[config.mk]
export PLATFORM = sky130hd
export DESIGN_NAME = serial_flash_spi_front_end
export DESIGN_NICKNAME = d
export VERILOG_FILES = /design/src/rtl/flash_spi_pkg.sv /design/src/rtl/serial_flash_spi_front_end.sv
export SDC_FILE = /design/constraint.sdc
export NUM_CORES = 1
export LEC_CHECK = 0
export ABC_AREA = 1
export CORE_UTILIZATION = 68
export DETAILED_ROUTE_END_ITERATION = 12
export DONT_BUFFER_PORTS = 1
export GPL_TIMING_DRIVEN = 1
export PLACE_DENSITY = 0.84
export SLEW_MARGIN = 10
export SYNTH_ARGS = -nofsm -noshare
export SYNTH_HDL_FRONTEND = slang
export SYNTH_SLANG_ARGS = --single-unit
[constraint.sdc]
create_clock -name clock_in -period 4.2 [get_ports clock_in]
set_input_delay 0.42 -clock clock_in [delete_from_list [all_inputs] [get_ports clock_in]]
set_output_delay 0.42 -clock clock_in [all_outputs]
set_load 0.03 [all_outputs]
[src/rtl/flash_spi_pkg.sv]
// Constants and types shared by the serial flash interface front end
// Overview of operation
// - Sample serial input on clock rising edge
// - Shift serial output on clock falling edge
// - Serial output shows ready/busy during auto-increment
// - Select only on chip select falling edge
// - Modes idle-low and idle-high share edges
// - Enter pause when pause low, clock low
// - Leave pause when pause high, clock low
// - Paused: output floats, clock and data ignored
// - Deselect while paused resets interface logic
// - Stay paused while pause input low
// - Refuse status write: protect low, lock set
// - Protect levels and lock guard writes (here only lock with protect low refuses status writes; levels are only output)
// - Lock bit clears to zero at reset
// - Eight-bit cycles, most significant bit first
// - Early deselect aborts partial bus cycle
package flash_spi_pkg;
  localparam int BYTE_W = 8;
  localparam int FIFO_DEPTH = 16;
  localparam int PIN_COUNT = 5;
  localparam int PIN_SCK = 0;
  localparam int PIN_CS = 1;
  localparam int PIN_SI = 2;
  localparam int PIN_HOLD = 3;
  localparam int PIN_WP = 4;
  // Idle levels: protect, pause and select high, data and clock low
  localparam logic [PIN_COUNT-1:0] PIN_IDLE = 5'h1A;
  localparam logic [2:0] BIT_LAST = 3'h7;
  localparam logic [2:0] BIT_FIRST = 3'h0;
  localparam int LOCK_BIT = 7;
  localparam int LEVEL_MSB = 5;
  localparam int LEVEL_LSB = 2;
  localparam logic LOCK_RESET = 1'h0;
  localparam logic [3:0] LEVEL_RESET = 4'h7;
  typedef enum logic [2:0] {
    LINK_IDLE = 3'b001,
    LINK_ACTIVE = 3'b010,
    LINK_PAUSED = 3'b100
  } link_state_t;
endpackage

[src/rtl/serial_flash_spi_front_end.sv]
// Serial flash interface front end with receive byte FIFO
`timescale 1ns/1ps
module byte_fifo #(
  parameter int WIDTH = 8,
  parameter int DEPTH = 16
) (
  input wire logic clock_in,
  input wire logic rst_in,
  input wire logic clk_en_in,
  input wire logic [WIDTH-1:0] in_data_in,
  input wire logic in_valid_in,
  output logic in_ready_out,
  output logic [WIDTH-1:0] out_data_out,
  output logic out_valid_out,
  input wire logic out_ready_in
);
  localparam int AW = $clog2(DEPTH);
  localparam logic [AW:0] FULL_COUNT = DEPTH[AW:0];
  localparam logic [AW:0] ONE_COUNT = {{AW{1'b0}}, 1'b1};
  localparam logic [AW-1:0] ONE_PTR = {{(AW-1){1'b0}}, 1'b1};
  logic [WIDTH-1:0] mem [DEPTH];
  logic [AW-1:0] wr_ptr;
  logic [AW-1:0] rd_ptr;
  logic [AW:0] count;
  logic do_write;
  logic do_read;

  assign in_ready_out = (count != FULL_COUNT);
  assign do_write = in_valid_in && in_ready_out;
  assign do_read = (count != '0) && (!out_valid_out || out_ready_in);

  always_ff @(posedge clock_in) begin
    if (clk_en_in && do_write) begin
      mem[wr_ptr] <= in_data_in;
    end
  end

  // Pointers wrap naturally; depth is a power of two
  always_ff @(posedge clock_in) begin
    if (rst_in) begin
      wr_ptr <= '0;
      rd_ptr <= '0;
      count <= '0;
    end else if (clk_en_in) begin
      if (do_write) begin
        wr_ptr <= wr_ptr + ONE_PTR;
      end
      if (do_read) begin
        rd_ptr <= rd_ptr + ONE_PTR;
      end
      if (do_write && !do_read) begin
        count <= count + ONE_COUNT;
      end else if (!do_write && do_read) begin
        count <= count - ONE_COUNT;
      end
    end
  end

  // Registered output stage
  always_ff @(posedge clock_in) begin
    if (rst_in) begin
      out_data_out <= '0;
      out_valid_out <= 1'b0;
    end else if (clk_en_in) begin
      if (do_read) begin
        out_data_out <= mem[rd_ptr];
        out_valid_out <= 1'b1;
      end else if (out_ready_in) begin
        out_valid_out <= 1'b0;
      end
    end
  end
endmodule

module serial_flash_spi_front_end
  import flash_spi_pkg::*;
(
  input wire logic clock_in,
  input wire logic rst_in,
  input wire logic clk_en_in,
  input wire logic spi_sck_in,
  input wire logic spi_cs_n_in,
  input wire logic spi_si_in,
  input wire logic spi_hold_n_in,
  input wire logic spi_wp_n_in,
  output logic spi_so_out,
  output logic spi_so_oe_n_out,
  input wire logic [BYTE_W-1:0] tx_data_in,
  output logic tx_taken_out,
  output logic [BYTE_W-1:0] rx_data_out,
  output logic rx_valid_out,
  input wire logic rx_ready_in,
  output logic rx_overrun_out,
  output logic selected_out,
  output logic paused_out,
  output logic abort_out,
  input wire logic auto_increment_program_in,
  input wire logic flash_busy_in,
  output logic ready_busy_out,
  input wire logic write_status_cmd_in,
  input wire logic [BYTE_W-1:0] status_wdata_in,
  output logic status_done_out,
  output logic status_refused_out,
  output logic protect_lock_bit_out,
  output logic [3:0] block_protect_level_out
);
  logic [PIN_COUNT-1:0] pin_raw;
  logic [PIN_COUNT-1:0] sync1;
  logic [PIN_COUNT-1:0] sync2;
  logic [PIN_COUNT-1:0] sync3;
  logic [PIN_COUNT-1:0] filt;
  logic [PIN_COUNT-1:0] filt_d;
  link_state_t state;
  link_state_t next_state;
  logic [2:0] bit_cnt;
  logic [BYTE_W-1:0] rx_shift;
  logic [BYTE_W-1:0] tx_shift;
  logic so_bit;
  logic loaded;
  logic sck_f;
  logic cs_f;
  logic si_f;
  logic hold_f;
  logic wp_f;
  logic sck_rise;
  logic sck_fall;
  logic cs_fall;
  logic cs_rise;
  logic active;
  logic byte_push;
  logic fifo_ready;
  logic status_allowed;

  assign pin_raw = {spi_wp_n_in, spi_hold_n_in, spi_si_in, spi_cs_n_in, spi_sck_in};

  // Three-stage synchroniser; level changes once stages two and three agree
  for (genvar i = 0; i < PIN_COUNT; i++) begin : g_sync
    always_ff @(posedge clock_in) begin
      if (rst_in) begin
        sync1[i] <= PIN_IDLE[i];
        sync2[i] <= PIN_IDLE[i];
        sync3[i] <= PIN_IDLE[i];
        filt[i] <= PIN_IDLE[i];
        filt_d[i] <= PIN_IDLE[i];
      end else if (clk_en_in) begin
        sync1[i] <= pin_raw[i];
        sync2[i] <= sync1[i];
        sync3[i] <= sync2[i];
        if (sync2[i] == sync3[i]) begin
          filt[i] <= sync3[i];
        end
        filt_d[i] <= filt[i];
      end
    end
  end

  assign sck_f = filt[PIN_SCK];
  assign cs_f = filt[PIN_CS];
  assign si_f = filt[PIN_SI];
  assign hold_f = filt[PIN_HOLD];
  assign wp_f = filt[PIN_WP];
  // same edges in both clock idle modes
  assign sck_rise = sck_f && !filt_d[PIN_SCK];
  assign sck_fall = !sck_f && filt_d[PIN_SCK];
  assign cs_fall = !cs_f && filt_d[PIN_CS];
  assign cs_rise = cs_f && !filt_d[PIN_CS];
  assign active = (state == LINK_ACTIVE);

  always_comb begin
    next_state = state;
    case (state)
      LINK_IDLE: begin
        if (cs_fall) begin
          next_state = LINK_ACTIVE;
        end
      end
      LINK_ACTIVE: begin
        if (cs_f) begin
          next_state = LINK_IDLE;
        end else if (!sck_f && !hold_f) begin
          next_state = LINK_PAUSED;
        end
      end
      LINK_PAUSED: begin
        if (cs_f) begin
          next_state = LINK_IDLE;
        end else if (!sck_f && hold_f) begin
          next_state = LINK_ACTIVE;
        end
      end
      default: begin
        next_state = LINK_IDLE;
      end
    endcase
  end

  always_ff @(posedge clock_in) begin
    if (rst_in) begin
      state <= LINK_IDLE;
      selected_out <= 1'b0;
      paused_out <= 1'b0;
      spi_so_oe_n_out <= 1'b1;
    end else if (clk_en_in) begin
      state <= next_state;
      selected_out <= (next_state != LINK_IDLE);
      paused_out <= (next_state == LINK_PAUSED);
      spi_so_oe_n_out <= (next_state != LINK_ACTIVE);
    end
  end

  // Receive shifter
  always_ff @(posedge clock_in) begin
    if (rst_in) begin
      bit_cnt <= BIT_FIRST;
      rx_shift <= '0;
    end else if (clk_en_in) begin
      if (cs_f) begin
        bit_cnt <= BIT_FIRST;
        rx_shift <= '0;
      end else if (active && sck_rise) begin
        rx_shift <= {rx_shift[BYTE_W-2:0], si_f};
        bit_cnt <= bit_cnt + 3'h1;
      end
    end
  end

  assign byte_push = active && sck_rise && (bit_cnt == BIT_LAST);

  // The link cannot be stalled; a full FIFO drops the byte and flags it
  always_ff @(posedge clock_in) begin
    if (rst_in) begin
      rx_overrun_out <= 1'b0;
    end else if (clk_en_in) begin
      if (byte_push && !fifo_ready) begin
        rx_overrun_out <= 1'b1;
      end else if (cs_fall) begin
        rx_overrun_out <= 1'b0;
      end
    end
  end

  always_ff @(posedge clock_in) begin
    if (rst_in) begin
      abort_out <= 1'b0;
    end else if (clk_en_in) begin
      abort_out <= cs_rise && (state != LINK_IDLE) && ((bit_cnt != BIT_FIRST) || (state == LINK_PAUSED));
    end
  end

  byte_fifo #(
    .WIDTH(BYTE_W),
    .DEPTH(FIFO_DEPTH)
  ) u_rx_fifo (
    .clock_in(clock_in),
    .rst_in(rst_in),
    .clk_en_in(clk_en_in),
    .in_data_in({rx_shift[BYTE_W-2:0], si_f}),
    .in_valid_in(byte_push),
    .in_ready_out(fifo_ready),
    .out_data_out(rx_data_out),
    .out_valid_out(rx_valid_out),
    .out_ready_in(rx_ready_in)
  );

  // Transmit shifter; in idle-high mode the first byte loads on the first fall
  always_ff @(posedge clock_in) begin
    if (rst_in) begin
      tx_shift <= '0;
      so_bit <= 1'b0;
      loaded <= 1'b0;
      tx_taken_out <= 1'b0;
    end else if (clk_en_in) begin
      tx_taken_out <= 1'b0;
      if (cs_f) begin
        loaded <= 1'b0;
      end else if (cs_fall && !sck_f) begin
        tx_shift <= {tx_data_in[BYTE_W-2:0], 1'b0};
        so_bit <= tx_data_in[BYTE_W-1];
        loaded <= 1'b1;
        tx_taken_out <= 1'b1;
      end else if (byte_push) begin
        loaded <= 1'b0;
      end else if (active && sck_fall) begin
        if (!loaded) begin
          tx_shift <= {tx_data_in[BYTE_W-2:0], 1'b0};
          so_bit <= tx_data_in[BYTE_W-1];
          loaded <= 1'b1;
          tx_taken_out <= 1'b1;
        end else begin
          tx_shift <= {tx_shift[BYTE_W-2:0], 1'b0};
          so_bit <= tx_shift[BYTE_W-1];
        end
      end
    end
  end

  always_ff @(posedge clock_in) begin
    if (rst_in) begin
      spi_so_out <= 1'b0;
      ready_busy_out <= 1'b1;
    end else if (clk_en_in) begin
      ready_busy_out <= !flash_busy_in;
      spi_so_out <= auto_increment_program_in ? !flash_busy_in : so_bit;
    end
  end

  // protect pin low with lock set refuses
  assign status_allowed = wp_f || !protect_lock_bit_out;

  // protection bits, lock cleared at reset
  always_ff @(posedge clock_in) begin
    if (rst_in) begin
      protect_lock_bit_out <= LOCK_RESET;
      block_protect_level_out <= LEVEL_RESET;
      status_done_out <= 1'b0;
      status_refused_out <= 1'b0;
    end else if (clk_en_in) begin
      status_done_out <= write_status_cmd_in && status_allowed;
      status_refused_out <= write_status_cmd_in && !status_allowed;
      if (write_status_cmd_in && status_allowed) begin
        protect_lock_bit_out <= status_wdata_in[LOCK_BIT];
        block_protect_level_out <= status_wdata_in[LEVEL_MSB:LEVEL_LSB];
      end
    end
  end
endmodule

## Word-level counts from Yosys, hierarchy flattened

Memories as Yosys holds them, arrays and structs flattened. A register that Yosys moved wholly into a read port is not among the register bits.
Index checks and enable logic that the tools add are counted.

- Bitwise logic cells: 1
- $add $sub $neg: 5
- Eq/ne operators: 15
- Reductions and logical operators: 57
- Mux-type cells: 36

Operators by type and width:

| kind | count |
|---|---|
| 8-bit two-way mux | 4 |
| 2-bit AND reduction | 13 |
| 3-bit two-way mux | 7 |
| 1-bit logical AND | 20 |
| 1-bit two-way mux | 20 |
| 7-bit two-way mux | 2 |
| 1-bit logical NOT | 12 |
| 5-bit two-way mux | 2 |
| 2-bit nonzero test | 5 |
| 3-bit == test (second input constant) | 3 |
| 3-bit one-hot mux with 3 select lines | 1 |
| 4-bit by 1-bit adder with 4-bit output (second input constant) | 2 |
| 3-bit by 1-bit != test with 1-bit output (second input constant) | 2 |
| 5-bit by 1-bit adder with 5-bit output (second input constant) | 1 |
| 1-bit == test | 5 |
| 5-bit != test (second input constant) | 1 |
| 5-bit nonzero test | 1 |
| 5-bit by 1-bit subtractor with 5-bit output (second input constant) | 1 |
| 4-bit AND reduction | 1 |
| 4-bit nonzero test | 1 |
| 3-bit by 1-bit adder with 3-bit output (second input constant) | 1 |
| 3-bit by 1-bit == test with 1-bit output (second input constant) | 1 |
| 3-bit by 2-bit == test with 1-bit output (second input constant) | 1 |
| 1-bit logical OR | 3 |
| 4 further kinds | 4 |

- Memories: 1
- Input bits: 28
- Output and inout bits: 24
- Logic and storage cells: 159
- Register bits after elaboration: 74
- Bits in writable memories: 128

Memories:

| name | depth | bits a word | read ports | clocked after memory_dff | write ports | line | text |
|---|---|---|---|---|---|---|---|
| u_rx_fifo.mem | 16 | 8 | 1 | 1 | 1 | serial_flash_spi_front_end.sv:21 | `logic [WIDTH-1:0] mem [DEPTH];` |

## Logic depth before layout (Yosys ltp)

- Word-level depth: 9
- Gate-level depth with buffers: 14
- Gate-level depth less buffers: 14

## Hierarchy

From an unflattened synthesis, not the netlist that was laid out.

- Cell total of the unflattened synthesis: 1005
- Area total of the unflattened synthesis: 9143.8 um^2

By module, submodules not included:

| module | times used | seq. area each (um^2) | area an instance (um^2) | cells each |
|---|---|---|---|---|
| byte_fifo | 1 | 4284.1 | 6606.3 | 660 |
| serial_flash_spi_front_end | 1 | 1181.1 | 2537.4 | 345 |

## Worst setup path after synthesis

Ideal clock, no wire load.

- Kind: flip-flop to flip-flop
- Start point: reg state[2]
- End point: reg u_rx_fifo.count[4]
- Setup time: 0.070 ns
- Path buffers: 0
- Cell stages (with the launch flop): 14
- Arrival time: 2.076 ns
- Data required time: 4.130 ns
- Period minus slack after synthesis: 2.147 ns
- Path slack: 2.053 ns
- Cells stage by stage: dfxtp_1 > inv_1 > nand3_4 > nor2_2 > nand2_1 > nor2_2 > ha_1 > inv_1 > fa_1 > nand3_1 > nand2_1 > xnor2_1 > nand2_1 > a21oi_1

- Longest elaborated chain between the ends: 8
- Elaborated cells between the ends (all ways): 10
- Classes of those cells: eq/ne (1); mux (1); reduce/logical (8)

RTL lines:

| element | line | text |
|---|---|---|
| start, declared | serial_flash_spi_front_end.sv:113 | `link_state_t state;` |
| start signal, assigned | serial_flash_spi_front_end.sv:204 | `state <= next_state;` |
| 3-bit by 2-bit == test with 1-bit output * | serial_flash_spi_front_end.sv:167 | `assign active = (state == LINK_ACTIVE);` |
| 1-bit logical AND * (2 in a row) | serial_flash_spi_front_end.sv:227 | `assign byte_push = active && sck_rise && (bit_cnt == BIT_LAST);` |
| 1-bit logical AND * | serial_flash_spi_front_end.sv:29 | `assign do_write = in_valid_in && in_ready_out;` |
| 1-bit logical NOT | serial_flash_spi_front_end.sv:53 | `end else if (!do_write && do_read) begin` |
| 1-bit logical AND | serial_flash_spi_front_end.sv:53 |  |
| 2-bit nonzero test (no source line) | -- |  |
| 2-bit AND reduction (no source line) | -- |  |
| end signal, assigned | serial_flash_spi_front_end.sv:52 | `count <= count + ONE_COUNT;` |
| end signal, assigned | serial_flash_spi_front_end.sv:54 | `count <= count - ONE_COUNT;` |
| end, declared | serial_flash_spi_front_end.sv:24 | `logic [AW:0] count;` |

Mark *: on every way between the ends. The rest lies on a longest branch, timed or not.
A chain may end at the register's enable or synchronous reset.

## Worst setup path in the final report

- Start point: reg state[2]
- End point: mem u_rx_fifo.mem[10][6], enable pin

- Longest elaborated chain between the ends: 7

RTL lines:

| element | line | text |
|---|---|---|
| 3-bit by 2-bit == test with 1-bit output | serial_flash_spi_front_end.sv:167 |  |
| 1-bit logical AND (2 in a row) | serial_flash_spi_front_end.sv:227 |  |
| 1-bit logical AND | serial_flash_spi_front_end.sv:29 |  |
| 1-bit logical AND | serial_flash_spi_front_end.sv:33 | `if (clk_en_in && do_write) begin` |
| 1-bit two-way mux | serial_flash_spi_front_end.sv:33 |  |
| 1-bit two-way mux (implied by the code) | serial_flash_spi_front_end.sv:34 | `mem[wr_ptr] <= in_data_in;` |
| end, declared | serial_flash_spi_front_end.sv:21 |  |

Every way passes these cells.

==> flow_summary.html <==
<table>
<tr><th>Metric</th><th>Value</th></tr>
<tr><th colspan="2">Global routing</th></tr>
<tr><td>Grt met2 use</td><td>46.6%</td></tr>
<tr><td>Vias in the first global route</td><td>5,899</td></tr>
<tr><td>Number of antenna violations at the first check in global routing</td><td>0</td></tr>
<tr><td>Most heavily used metal layer in global routing</td><td>met2</td></tr>
<tr><td>Met1 GRT Util</td><td>37.3%</td></tr>
<tr><td>Wire length of the first global-routing pass</td><td>29,400 um</td></tr>
<tr><td>Pin count of the biggest net entering global routing</td><td>38</td></tr>
<tr><td>Aggregate global routing overflow</td><td>0</td></tr>
<tr><td>GR Util All Layers</td><td>29.0%</td></tr>
<tr><td>Met3 GRT Util</td><td>4.57%</td></tr>
<tr><th colspan="2">Critical path</th></tr>
<tr><td>R2r startpoint</td><td>state[2]</td></tr>
<tr><td>Startpoint kind of the worst setup timing path</td><td>register</td></tr>
<tr><td>Crit path capture type</td><td>register</td></tr>
<tr><td>Worst Setup Path Type</td><td>register to register</td></tr>
<tr><td>Reg2reg end</td><td>u_rx_fifo.mem[10][6]</td></tr>
<tr><td>CP required</td><td>4340 ps</td></tr>
<tr><td>CP Max Fanout</td><td>8</td></tr>
<tr><td>Arrival time of data at the critical path endpoint</td><td>2580 ps</td></tr>
<tr><td>Worst Reg-to-Reg Cells</td><td>7</td></tr>
<tr><td>Worst reg2reg setup slack</td><td>1760 ps</td></tr>
<tr><th colspan="2">Timing</th></tr>
<tr><td>Worst hold slack</td><td>9.91 ps</td></tr>
<tr><td>Post-Route Setup TNS</td><td>0 ps</td></tr>
<tr><td>Shortest clock period the worst path allows after layout</td><td>2440 ps</td></tr>
<tr><td>Number of pins exceeding their max-slew limit in the final report</td><td>0</td></tr>
<tr><td>Post-route fraction of the period consumed by the critical path</td><td>58.1%</td></tr>
<tr><td>Fmax</td><td>410 MHz</td></tr>
<tr><td>Worst slew margin</td><td>30.6%</td></tr>
<tr><td>Unrepaired setup endpoints after global routing</td><td>no</td></tr>
<tr><td>Tightest Pin Transition</td><td>1040 ps</td></tr>
<tr><td>Setup slack of the critical path after layout</td><td>1760 ps</td></tr>
<tr><td>Hold violation count in the final report</td><td>0</td></tr>
<tr><td>Count of endpoints failing setup in the final report</td><td>0</td></tr>
<tr><td>Final clock skew</td><td>15.5 ps</td></tr>
<tr><th colspan="2">Cells and area</th></tr>
<tr><td>Synth-to-Final Area Change</td><td>8.86%</td></tr>
<tr><td>Post-layout util</td><td>76.4%</td></tr>
<tr><td>Most used cells in the layout excluding fill and tap cells</td><td>nand2_1, edfxtp_1, nand3_1, inv_1, dfxtp_1</td></tr>
<tr><td>Commonest non-fill, non-tap cell in the layout</td><td>nand2_1</td></tr>
<tr><td># nets final</td><td>1,012</td></tr>
<tr><td>Number of antenna cells inserted</td><td>0</td></tr>
<tr><td>Layout cell share with drive strength beyond 1</td><td>5.17%</td></tr>
<tr><th colspan="2">Pwr</th></tr>
<tr><td>Post-layout total power</td><td>5280 uW</td></tr>
<tr><td>Maximum vdd ir drop</td><td>363 uV</td></tr>
<tr><td>Total power per unit cell area</td><td>543 mW/mm^2</td></tr>
<tr><td>Static power due to leakage</td><td>0.00408 uW</td></tr>
<tr><th colspan="2">Min path</th></tr>
<tr><td>Hold path startpoint</td><td>flash_busy_in</td></tr>
<tr><td>Worst min path class</td><td>input pin to register</td></tr>
<tr><td>Worst hold path endpoint</td><td>ready_busy_out</td></tr>
<tr><td>Hold Path Cell Cnt</td><td>1</td></tr>
<tr><th colspan="2">Synth</th></tr>
<tr><td>Total of warnings raised by yosys</td><td>0</td></tr>
<tr><td>Leading area contributor after synthesis</td><td>edfxtp_1</td></tr>
<tr><td>Top cells by area in the synthesized netlist</td><td>edfxtp_1, dfxtp_1, nand2_1</td></tr>
<tr><td>Post-synthesis average cell area</td><td>9.08 sq um</td></tr>
<tr><td>Register bit count reported by yosys</td><td>209</td></tr>
<tr><td>Mapped Cells</td><td>983</td></tr>
<tr><td>Part of the Yosys area used for sequential elements</td><td>61.2%</td></tr>
<tr><td>Netlist Area Pre-Place</td><td>0.00893 sq mm</td></tr>
<tr><td>Share of Yosys cell area claimed by the top area cell type</td><td>43.1%</td></tr>
<tr><td>Number of distinct standard cells referenced by the synthesized netlist</td><td>33</td></tr>
<tr><td>Net count after synthesis</td><td>1,024</td></tr>
<tr><th colspan="2">Placed design</th></tr>
<tr><td>Routability cong.</td><td>0.869</td></tr>
<tr><td>HPWL reported at the end of detailed placement</td><td>11,100 um</td></tr>
<tr><td>Count of buffers from port buffering</td><td>0</td></tr>
<tr><td>Worst slack, placed</td><td>1800 ps</td></tr>
<tr><th colspan="2">Clocking</th></tr>
<tr><td>Clock sink count</td><td>209</td></tr>
<tr><td>Number of buffers on the longest clock path</td><td>3</td></tr>
<tr><td>Inserted Clock Buffers</td><td>21</td></tr>
<tr><td>Root buffer selected by CTS</td><td>clkbuf_16</td></tr>
<tr><td>Number of H-tree levels</td><td>1</td></tr>
<tr><td>CTS tree</td><td>done</td></tr>
<tr><td>Clock latency at the later pin of the worst-skew pair</td><td>510 ps</td></tr>
<tr><td>Clock-pin slew on the worst setup and hold paths</td><td>60 ps</td></tr>
<tr><td>Setup Buffers After CTS</td><td>0</td></tr>
<tr><th colspan="2">Routing</th></tr>
<tr><td>Total iterations of the first detailed-routing run</td><td>6</td></tr>
<tr><td>Detailed-route wire length per cell</td><td>16.4 um</td></tr>
<tr><td>Via density</td><td>5.61</td></tr>
<tr><td>DR iter-0 viols</td><td>621</td></tr>
<tr><td>DRC violations left</td><td>0</td></tr>
<tr><td>Number of vias after detailed routing</td><td>6,492</td></tr>
<tr><td>Total routed wirelength</td><td>19,000 um</td></tr>
<tr><td>DRT antenna net count</td><td>0</td></tr>
<tr><th colspan="2">Floorplan</th></tr>
<tr><td>Core Box Area</td><td>0.0127 sq mm</td></tr>
<tr><td>Effective utilization at floorplan</td><td>70.2%</td></tr>
<tr><td>Boundary Pins</td><td>52</td></tr>
<tr><td>Die height</td><td>117 um</td></tr>
<tr><td>Standard-cell rows</td><td>41</td></tr>
<tr><td>Width of the die</td><td>117 um</td></tr>
<tr><td>Die footprint</td><td>0.0136 sq mm</td></tr>
<tr><th colspan="2">Flow run</th></tr>
<tr><td># Max-Cap Violations</td><td>0</td></tr>
<tr><th colspan="2">Run status</th></tr>
<tr><td>Outcome</td><td>finished clean</td></tr>
</table>
==> cells by family (layout without fill, tap and decap cells) <==
logic type | count (synthesis) | after routing | share of synthesized area, %
buf+inv | 153 | 156 | 6.70
compound gates | 93 | 93 | 5.69
flops | 209 | 209 | 61.2
xor+xnor | 6 | 6 | 0.589
fa+ha+maj | 13 | 13 | 1.91
simple gates | 509 | 509 | 23.9
==> how the worst max path moves through the flow <==
stage	from	endpoint	slack [ps]	cells past startpoint
after floorplan	state[2]	u_rx_fifo.count[4]	2050	13
after global placement	state[2]	u_rx_fifo.mem[8][6]	1840	7
after detailed placement	sck_f	u_rx_fifo.count[4]	1800	12
after CTS	state[2]	u_rx_fifo.count[4]	1770	13
after global routing	state[2]	u_rx_fifo.count[4]	1620	13
final	state[2]	u_rx_fifo.mem[10][6]	1760	7
==> synth_stat cells <==
| cell | instances |
|---|---|
| nor3_4 | 1 |
| nor4_4 | 1 |
| inv_1 | 107 |
| clkinv_1 | 2 |
| o21ai_0 | 36 |
| nand3_4 | 1 |
| buf_4 | 1 |
| nand4_1 | 5 |
| xnor2_1 | 3 |
| nor3_1 | 1 |
| o21a_1 | 8 |
| nand3_2 | 1 |
| xor2_1 | 3 |
| edfxtp_1 | 128 |
| nor2_1 | 62 |
| nand3b_1 | 1 |
| nand3_1 | 112 |
| o2111ai_1 | 1 |
| a21oi_1 | 40 |
| nand2_2 | 1 |
| nor2_2 | 3 |
| fa_1 | 1 |
| inv_2 | 2 |
| o21ai_1 | 1 |
| buf_1 | 10 |
| buf_2 | 16 |
| nor3b_1 | 1 |
| nand2_1 | 319 |
| o21ai_2 | 1 |
| o211ai_1 | 6 |
| clkbuf_1 | 15 |
| dfxtp_1 | 81 |
| ha_1 | 12 |
==> critical path, stage by stage, from the launching register on <==
cell and delay, ps:
dfxtp_1 320, inv_1 120, nand3_4 130, nor2_2 150, nand2_1 150, nor3_4 280, nand2_1 240, nor2_1 670
==> metrics by stage <==
stage          std cells  cell area [sq um]
5_1_grt             1158               9720
4_1_cts             1158               9720
3_3_place_gp        1119               9010
2_1_floorplan        983               8930
6_report            1158               9720
3_5_place_dp        1119               9010
==> cell type report <==
type,count,area [sq um]
sequential,209,5470
tap,172,215
fill,837,3010
multi-input combinational,621,2860
clock inverter,15,158
clock buffer,23,543
timing repair buffer,7,55.1
inverter,111,417
==> report_power, final <==
part	total [uW]	switching (uW)	internal, uW
sequential	2430	193	2240
combinational	957	655	302
clock	1890	765	1120
total	5280	1610	3660
==> metal layers <==
metal,part of all wire [%],wire length (um),up-vias
met5,0,0,-
met4,4.8,911,0
met3,6.7,1280,62
met2,48,9140,266
met1,40,7670,2984
li1,-,-,3180
==> registers in the layout, summed over array words and instances, names as in the netlist, 5 cells and up <==
| signal | cells |
|---|---|
| u_rx_fifo.mem | 128 |
| u_rx_fifo.out_data_out | 8 |
| rx_shift | 7 |
| tx_shift | 7 |
| sync1 | 5 |
| sync2 | 5 |
| sync3 | 5 |
| u_rx_fifo.count | 5 |
==> timing repair <==
action / CTS / global route
hold endpoints to repair: 25 / 0
resized for setup: 0 / 0
hold buffers: 1 / 0
Power figures use the tool's default switching activity.
